--- config.mk ---
export PLATFORM = sky130hd
export DESIGN_NAME = mrfe_engine
export DESIGN_NICKNAME = d
export VERILOG_FILES = /design/src/design/mrfe_engine.v
export VERILOG_INCLUDE_DIRS = /design/src /design/src/design
export SDC_FILE = /design/constraint.sdc
export NUM_CORES = 1
export LEC_CHECK = 0
export ABC_AREA = 1
export BUFFER_PORTS_ARGS = -buffer_cell sky130_fd_sc_hd__clkbuf_2
export CAP_MARGIN = 20
export CORE_ASPECT_RATIO = 0.5
export CORE_MARGIN = 3
export CORE_UTILIZATION = 50
export DETAILED_ROUTE_END_ITERATION = 7
export HOLD_SLACK_MARGIN = 0.03
export PLACE_DENSITY = 0.8
export SLEW_MARGIN = 20
export SYNTH_ARGS = -nofsm -noshare
export SYNTH_HDL_FRONTEND = slang
export SYNTH_SLANG_ARGS = --single-unit
--- constraint.sdc ---
create_clock -name pclk -period 3.6 [get_ports pclk]
set_clock_uncertainty 0.05 [all_clocks]
set_input_delay 0.72 -clock pclk [delete_from_list [all_inputs] [get_ports pclk]]
set_output_delay 0.72 -clock pclk [all_outputs]
set_load 0.01 [all_outputs]
--- src/design/mrfe_map.vh ---
// Constants for the multi-line fast read engine: offsets, fields, resets, codes
`ifndef MRFE_MAP_VH
`define MRFE_MAP_VH

// ----------------------------------------------------------------------
// Register byte offsets
// ----------------------------------------------------------------------
`define MRFE_OFS_READ_PARAM   8'h00
`define MRFE_OFS_STATUS       8'h04
`define MRFE_OFS_ADDRESS      8'h08

// ----------------------------------------------------------------------
// Read parameter fields and reset values
// ----------------------------------------------------------------------
`define MRFE_RP_DUAL_ADDR_LSB 0
`define MRFE_RP_DUAL_OUT_LSB  4
`define MRFE_RP_QUAD_OUT_LSB  8
`define MRFE_RP_QUAD_ADDR_LSB 12
`define MRFE_RP_QPI_BIT       16
`define MRFE_RST_DUAL_ADDR    4'h4
`define MRFE_RST_DUAL_OUT     4'h8
`define MRFE_RST_QUAD_OUT     4'h8
`define MRFE_RST_QUAD_ADDR    4'h6

// ----------------------------------------------------------------------
// Status fields
// ----------------------------------------------------------------------
`define MRFE_ST_CONT_BIT      0
`define MRFE_ST_SELECTED_BIT  1
`define MRFE_ST_STATE_LSB     4

// ----------------------------------------------------------------------
// Command codes, mode nibble and lane timing
// ----------------------------------------------------------------------
`define MRFE_CMD_DUAL_ADDR    8'hbb
`define MRFE_CMD_DUAL_OUT     8'h3b
`define MRFE_CMD_QUAD_OUT     8'h6b
`define MRFE_CMD_QUAD_ADDR    8'heb
`define MRFE_MODE_CONT        4'ha
`define MRFE_MODE_CLK_DUAL    5'h04
`define MRFE_MODE_CLK_QUAD    5'h02
`define MRFE_ADDR_LAST_X1     5'h17
`define MRFE_ADDR_LAST_X2     5'h0b
`define MRFE_ADDR_LAST_X4     5'h05
`define MRFE_CMD_LAST_X1      5'h07
`define MRFE_CMD_LAST_X4      5'h01

`endif

--- src/design/mrfe_engine.v ---
// Multi-line fast read engine of a serial flash with an APB register slave
`timescale 1ns/1ns
`include "mrfe_map.vh"

module mrfe_engine #(
   parameter ADDR_W = 24
) (
   input  wire              pclk,
   input  wire              presetn,
   input  wire              psel,
   input  wire              penable,
   input  wire              pwrite,
   input  wire [7:0]        paddr,
   input  wire [31:0]       pwdata,
   output reg  [31:0]       prdata,
   output wire              pready,
   output wire              pslverr,
   input  wire              serial_clk,
   input  wire              chip_select_n,
   input  wire [3:0]        data_line_in,
   output reg  [3:0]        data_line_out,
   output reg  [3:0]        data_line_oe,
   input  wire              operation_in_progress,
   input  wire              quad_enable_bit,
   output wire [ADDR_W-1:0] mem_rd_addr,
   input  wire [7:0]        mem_rd_data
);

   // ----------------------------------------------------------------------
   // States
   // ----------------------------------------------------------------------
   localparam [2:0] ST_IDLE   = 3'h0;
   localparam [2:0] ST_CMD    = 3'h1;
   localparam [2:0] ST_ADDR   = 3'h2;
   localparam [2:0] ST_DUMMY  = 3'h3;
   localparam [2:0] ST_DATA   = 3'h4;
   localparam [2:0] ST_IGNORE = 3'h5;

   // ----------------------------------------------------------------------
   // Command helpers
   // ----------------------------------------------------------------------
   function [2:0] addr_width;
      input [7:0] c;
      begin
         if (c == `MRFE_CMD_DUAL_ADDR)
            addr_width = 3'h2;
         else if (c == `MRFE_CMD_QUAD_ADDR)
            addr_width = 3'h4;
         else
            addr_width = 3'h1;
      end
   endfunction

   function [4:0] addr_last;
      input [7:0] c;
      begin
         if (c == `MRFE_CMD_DUAL_ADDR)
            addr_last = `MRFE_ADDR_LAST_X2;
         else if (c == `MRFE_CMD_QUAD_ADDR)
            addr_last = `MRFE_ADDR_LAST_X4;
         else
            addr_last = `MRFE_ADDR_LAST_X1;
      end
   endfunction

   function [4:0] mode_clocks;
      input [7:0] c;
      begin
         if (c == `MRFE_CMD_DUAL_ADDR)
            mode_clocks = `MRFE_MODE_CLK_DUAL;
         else if (c == `MRFE_CMD_QUAD_ADDR)
            mode_clocks = `MRFE_MODE_CLK_QUAD;
         else
            mode_clocks = 5'h00;
      end
   endfunction

   function [3:0] dummy_of;
      input [7:0]  c;
      input [16:0] rp;
      begin
         if (c == `MRFE_CMD_DUAL_ADDR)
            dummy_of = rp[`MRFE_RP_DUAL_ADDR_LSB +: 4];
         else if (c == `MRFE_CMD_DUAL_OUT)
            dummy_of = rp[`MRFE_RP_DUAL_OUT_LSB +: 4];
         else if (c == `MRFE_CMD_QUAD_OUT)
            dummy_of = rp[`MRFE_RP_QUAD_OUT_LSB +: 4];
         else
            dummy_of = rp[`MRFE_RP_QUAD_ADDR_LSB +: 4];
      end
   endfunction

   // ----------------------------------------------------------------------
   // Pin synchronisers
   // ----------------------------------------------------------------------
   // Pins cross two flops; edges are found between the second and third, so
   // a rise or fall acts two to three clocks after the pin moves
   reg  [2:0] sclk_sync;
   reg  [2:0] cs_sync;
   reg  [3:0] din_meta;
   reg  [3:0] din;

   always @(posedge pclk or negedge presetn)
   begin
      if (!presetn)
      begin
         sclk_sync <= 3'h0;
         cs_sync   <= 3'h7;
         din_meta  <= 4'h0;
         din       <= 4'h0;
      end
      else
      begin
         sclk_sync <= {sclk_sync[1:0], serial_clk};
         cs_sync   <= {cs_sync[1:0], chip_select_n};
         din_meta  <= data_line_in;
         din       <= din_meta;
      end
   end

   wire sclk_rise = sclk_sync[1] & ~sclk_sync[2];
   wire sclk_fall = ~sclk_sync[1] & sclk_sync[2];
   wire cs_fall   = ~cs_sync[1] & cs_sync[2];
   wire cs_high   = cs_sync[1];

   // ----------------------------------------------------------------------
   // Register file
   // ----------------------------------------------------------------------
   reg  [16:0]       read_param;
   reg               continuous_read_mode;
   reg  [2:0]        state;
   reg  [ADDR_W-1:0] addr;

   wire apb_setup = psel & ~penable;
   wire apb_acc   = psel & penable;
   wire hit_rp    = (paddr == `MRFE_OFS_READ_PARAM);
   wire hit_st    = (paddr == `MRFE_OFS_STATUS);
   wire hit_ad    = (paddr == `MRFE_OFS_ADDRESS);
   wire unmapped  = ~(hit_rp | hit_st | hit_ad);

   assign pready  = 1'b1;
   assign pslverr = apb_acc & unmapped;

   always @(posedge pclk or negedge presetn)
   begin
      if (!presetn)
         read_param <= {1'b0, `MRFE_RST_QUAD_ADDR, `MRFE_RST_QUAD_OUT,
                        `MRFE_RST_DUAL_OUT, `MRFE_RST_DUAL_ADDR};
      else if (apb_acc && pwrite && hit_rp)
         read_param <= pwdata[16:0];
   end

   // Read data is captured in the setup cycle so it stands through the
   // zero-wait access phase
   always @(posedge pclk or negedge presetn)
   begin
      if (!presetn)
         prdata <= 32'h0000_0000;
      else if (apb_setup && !pwrite)
      begin
         if (hit_rp)
            prdata <= {15'h0000, read_param};
         else if (hit_st)
            prdata <= {25'h0000000, state, 2'h0, ~cs_high, continuous_read_mode};
         else if (hit_ad)
            prdata <= {{(32-ADDR_W){1'b0}}, addr};
         else
            prdata <= 32'h0000_0000;
      end
   end

   // Read-only here; the engine never writes this bit
   wire four_line_command_protocol = read_param[`MRFE_RP_QPI_BIT];

   // ----------------------------------------------------------------------
   // Serial sequencer
   // ----------------------------------------------------------------------
   reg  [7:0] cmd;
   reg  [7:0] cont_cmd;
   reg  [7:0] mode;
   reg  [7:0] shift;
   reg  [4:0] cnt;
   reg  [1:0] bcnt;

   wire [7:0] next_cmd = four_line_command_protocol ? {cmd[3:0], din} : {cmd[6:0], din[0]};
   wire [4:0] cmd_last = four_line_command_protocol ? `MRFE_CMD_LAST_X4 : `MRFE_CMD_LAST_X1;
   wire [2:0] aw       = addr_width(cmd);
   wire [4:0] mclk     = mode_clocks(cmd);
   wire [3:0] dum_raw  = dummy_of(cmd, read_param);
   // A zero setting would leave no edge to turn the bus; one clock is the floor
   wire [4:0] dum      = (dum_raw == 4'h0) ? 5'h01 : {1'b0, dum_raw};
   wire       quad_dat = (cmd == `MRFE_CMD_QUAD_OUT) | (cmd == `MRFE_CMD_QUAD_ADDR);
   wire [1:0] blast    = quad_dat ? 2'h1 : 2'h3;
   // Memory is read only at the first fall of a byte; the rest of the byte
   // comes from the shift register, so the array has a whole bit time to answer
   wire [7:0] src      = (bcnt == 2'h0) ? mem_rd_data : shift;

   reg  [ADDR_W-1:0] next_addr;
   reg  [7:0]        next_mode;
   reg               cmd_ok;

   always @*
   begin
      if (aw == 3'h4)
         next_addr = {addr[ADDR_W-5:0], din};
      else if (aw == 3'h2)
         next_addr = {addr[ADDR_W-3:0], din[1:0]};
      else
         next_addr = {addr[ADDR_W-2:0], din[0]};
      if (aw == 3'h4)
         next_mode = {mode[3:0], din};
      else
         next_mode = {mode[5:0], din[1:0]};
      if (next_cmd == `MRFE_CMD_DUAL_ADDR || next_cmd == `MRFE_CMD_DUAL_OUT)
         cmd_ok = 1'b1;
      else if (next_cmd == `MRFE_CMD_QUAD_OUT || next_cmd == `MRFE_CMD_QUAD_ADDR)
         cmd_ok = quad_enable_bit;
      else
         cmd_ok = 1'b0;
   end

   assign mem_rd_addr = addr;

   always @(posedge pclk or negedge presetn)
   begin
      if (!presetn)
      begin
         state                <= ST_IDLE;
         cmd                  <= 8'h00;
         cont_cmd             <= 8'h00;
         mode                 <= 8'h00;
         shift                <= 8'h00;
         cnt                  <= 5'h00;
         bcnt                 <= 2'h0;
         addr                 <= {ADDR_W{1'b0}};
         continuous_read_mode <= 1'b0;
         data_line_out        <= 4'h0;
         data_line_oe         <= 4'h0;
      end
      else if (cs_high)
      begin
         // Deselect wins over any edge in flight
         state         <= ST_IDLE;
         data_line_oe  <= 4'h0;
         data_line_out <= 4'h0;
      end
      else if (cs_fall)
      begin
         cnt  <= 5'h00;
         mode <= 8'h00;
         if (continuous_read_mode)
         begin
            cmd <= cont_cmd;
            // A busy array refuses this access but the mode stays armed
            state <= operation_in_progress ? ST_IGNORE : ST_ADDR;
         end
         else
         begin
            cmd   <= 8'h00;
            state <= ST_CMD;
         end
      end
      else
      begin
         case (state)
            ST_CMD:
            begin
               if (sclk_rise)
               begin
                  cmd <= next_cmd;
                  cnt <= cnt + 5'h01;
                  if (cnt == cmd_last)
                  begin
                     cnt <= 5'h00;
                     if (!cmd_ok || operation_in_progress)
                        state <= ST_IGNORE;
                     else
                        state <= ST_ADDR;
                  end
               end
            end
            ST_ADDR:
            begin
               if (sclk_rise)
               begin
                  addr <= next_addr;
                  cnt  <= cnt + 5'h01;
                  if (cnt == addr_last(cmd))
                  begin
                     cnt   <= 5'h00;
                     state <= ST_DUMMY;
                  end
               end
            end
            ST_DUMMY:
            begin
               if (sclk_rise)
               begin
                  cnt <= cnt + 5'h01;
                  if (cnt < mclk)
                     mode <= next_mode;
                  if (mclk != 5'h00 && cnt == mclk - 5'h01)
                  begin
                     // Only the upper nibble counts; the low one is reserved
                     continuous_read_mode <= (next_mode[7:4] == `MRFE_MODE_CONT);
                     cont_cmd             <= cmd;
                  end
                  if (cnt == dum - 5'h01)
                  begin
                     // Mode clocks are part of the dummy count
                     state <= ST_DATA;
                     bcnt  <= 2'h0;
                  end
               end
            end
            ST_DATA:
            begin
               if (sclk_fall)
               begin
                  if (quad_dat)
                  begin
                     data_line_out <= src[7:4];
                     data_line_oe  <= 4'hf;
                     shift         <= {src[3:0], 4'h0};
                  end
                  else
                  begin
                     data_line_out <= {2'h0, src[7:6]};
                     data_line_oe  <= 4'h3;
                     shift         <= {src[5:0], 2'h0};
                  end
                  bcnt <= bcnt + 2'h1;
                  if (bcnt == blast)
                  begin
                     bcnt <= 2'h0;
                     // Natural overflow of the counter gives the wrap to zero
                     addr <= addr + {{(ADDR_W-1){1'b0}}, 1'b1};
                  end
               end
            end
            default:
            begin
               state <= state;
            end
         endcase
      end
   end

endmodule

==> results.yml <==
timing:
  tns_ns: 0
  hold_violations: 0
  slew_violations: 0
  rsz0062_at_grt: "no"
  whs_ns: 0.2922
  post-route-min-period_ns: 3.017
  setup_violations: 0
  relSlewSlack_pct: 44.44
  fmax_mhz: 331.4
  worst_pin_slew_ns: 0.8303
  period_share_pct: 83.81
route:
  dr.pass1.iters: 5
  drc_errors: 0
  drt_iter0_drc: 639
  postRouteAntennaNets: 0
  wl_per_cell_microns: 16.29
  viasPerCell: 5.658
  wl_mm: 18.84
  vias: 6541
floorplanning:
  design.core.area_sq_um: 13140
  die_area_sq_um: 15500
  initial_utilization_pct: 53.14
  rows: 29
  io_pins: 127
  die_h_microns: 89.55
  die_x_microns: 173.1
setup_path:
  cp_max_fo: 11
  cp.arrival_ns: 3.27
  slowest_delay_ns: 0.37
  required_ns: 3.86
  path_buf_inv: 3
  slowest_stage: "dfrtp_1"
  worst_setup_path_end_kind: "flip-flop"
  crit_type: "reg -> reg"
  worst_path_dominant_cell_family: "simple AND/OR/NAND/NOR gates"
  path_cells: "inv_1 -> nand2_1 -> nor2_4 -> nand3_2 -> inv_2 -> nand2_1 -> nand2_1 -> nor2_1 -> nand2_1 -> nand2_1 -> inv_1 -> ha_1 -> nand3_1 -> nor2_1 -> nand2_1 -> nand2_1 -> nand2_1 -> nor2_1 -> nand3_1 -> nand2_1 -> nand2_1 -> nand2_1 -> nand2_1"
  r2r_start: "cmd[2]"
  startpoint_type: "flip-flop"
  crit_path_frequent_cell: "nand2_1"
  startpoint: "cmd[2]"
power:
  comb_power_share_pct: 12.4
  seq_power_share_pct: 42.1
  intPower_mw: 2.730
  p_switching_mw: 1.051
  ir_drop_v: 0.0002832
  finalPower_mw: 3.781
  p_per_area_nw_per_um2: 458.8
  power_leakage_nw: 3.922
  switching_share_pct: 27.79
  power.clock.fraction_pct: 45.5
global_route:
  gr-total-overflow: 0
  grt_use_total_pct: 24.76
  antenna_found_initial: 0
  grt_start_max_net_pins: 53
  grt_pass1_vias: 6054
  grt_pass1_wl_mm: 30.60
status:
  status: "finished clean"
synth:
  ys_ff_latch: 124
  synthArstFlopShare_pct: 100.0
  synth-edff-count: 0
  synthTopCellsByArea: "dfrtp_1 (42%), nand2_1 (8.1%), o21ai_0 (6.5%)"
  netlist_area_sq_um: 6980
  yosysTopAreaCell: "dfrtp_1"
  ys.flop_type: "dfrtp_1"
  ys_seq_area_share_pct: 44.60
  avgSynthCellArea_sq_um: 8.145
  synth_cell_type_count: 51
  yosys_warnings: 0
  synth_cells: 857
  yosysTopAreaCellShare_pct: 41.58
cts:
  clk_pin_slew_ns: 0.06
  cts_setup_buffers: 0
  clockRootBuffer: "clkbuf_16"
  post_cts_resized: 0
  cts.sinks: 124
  tritoncts: "done"
  numCtsBuffers: 17
  worstSkewPairLatency_ns: 0.42
  clockBufferDepth: 2
  cts.htree.levels: 4
  cts_hold_buf: 0
cells_and_area:
  num_antenna_cells: 0
  fillerInstances: 1154
  syn2layout_area_growth_pct: 18.05
  drive_above_1_share_pct: 20.82
  layout.nets: 1024
hold_path:
  hold_path_class: "in -> async"
placement:
  port-buffer-count: 102
  place_hpwl_mm: 13.48
  gp_congestion: 0.9114
run:
  cap_violations: 0
==> final cells by class <==
class                           count  area, sq um  area share, %
Clock buffer                       20        456.7          5.542
Sequential cell                   124         3113          37.78
Multi-Input combinational cell    591         3262          39.58
Clock inverter                     12        140.1          1.701
Tap cell                          186        232.7          2.824
Timing Repair Buffer              117        638.1          7.744
Inverter                          106        397.9          4.828
==> through the flow <==
stage / cells / worst slack, ns / util (%) / area [sq um]
finish: 1156 / 0.5828 / 62.74 / 8240
global route: 1156 / 0.2764 / 62.74 / 8240
CTS: 1156 / 0.5770 / 62.74 / 8240
detailed placement: 1124 / 0.5827 / 58.19 / 7644
global placement: 1124 / 0.5740 / 58.19 / 7644
floorplan: 864 / 0.9628 / - / 7007
==> synth_stat cells (all sizes together) (3+ instances only) <==
library cell  instances
a31oi                14
a221oi                4
a21oi                34
buf                  22
nand2               158
or2                   3
nand3b                4
nor2                 74
ha                    6
o21ai                99
nand4                 6
mux2                 17
o22ai                29
dfrtp               116
nor3                 11
a2bb2oi              12
inv                 106
o221ai                5
clkbuf               21
nor4                  9
nand3                54
dfstp                 8
mux2i                 6
o211ai                9
xor2                 17
==> registers in the layout, summed over array words and instances (netlist names) <==
signal,cells
din_meta,4
mem_rd_addr,24
mode,6
sclk_sync,3
din,4
continuous_read_mode,1
shift,6
cnt,5
state,3
cont_cmd,8
cmd,8
prdata,24
cs_sync,3
bcnt,2
read_param,17
data_line_out,4
data_line_oe,2
==> power groups by stage <==
stage / clock network (mW) / logic [mW] / registers (mW)
after detailed placement: 0 / 0.464 / 1.61
final: 1.72 / 0.468 / 1.59
after CTS: 1.74 / 0.467 / 1.59
after global routing: 1.81 / 0.529 / 1.60
after floorplan: 0 / 0.304 / 1.59
after global placement: 0 / 0.446 / 1.61
==> per-layer routing <==
layer	GRT usage, %	wire, microns	up-vias
met2	40.79	8430	318
met3	5.259	1575	38
li1	-	-	3101
met4	8.229	355	0
met5	0	0	-
met1	33.37	8473	3084
==> logic make-up after synthesis <==
group / synth area share (%)
AND/OR/NAND/NOR: 20.81
AO/OA/AOI/OAI: 18.41
buffers and inverters: 9.141
flip-flops: 44.60
multiplexers: 3.603
XOR/XNOR: 2.258
adder cells (fa/ha/maj): 1.075
other: 0.1076
==> worst paths after layout <==
path	end	cells past startpoint	slack, ns
worst max-delay path	bcnt[0]	23	0.58
worst min-delay path	cmd[3]	1	0.29
worst max register to register	bcnt[0]	23	0.58
worst min register to register	din[2]	0	0.30
max in group asynchronous	read_param[7]	2	2.44
min in group pclk	din[2]	0	0.30
==> layout by cell type, fill, tap and decap left out, types with 17 or more instances in the layout <==
cell,instances
nand3_1,52
inv_1,98
nor2_1,71
a21oi_1,33
xor2_1,17
clkbuf_2,101
o21ai_0,90
o22ai_1,28
clkbuf_16,17
nand2_1,150
dfrtp_1,116
No activity file was read; power rests on OpenSTA's default activity.
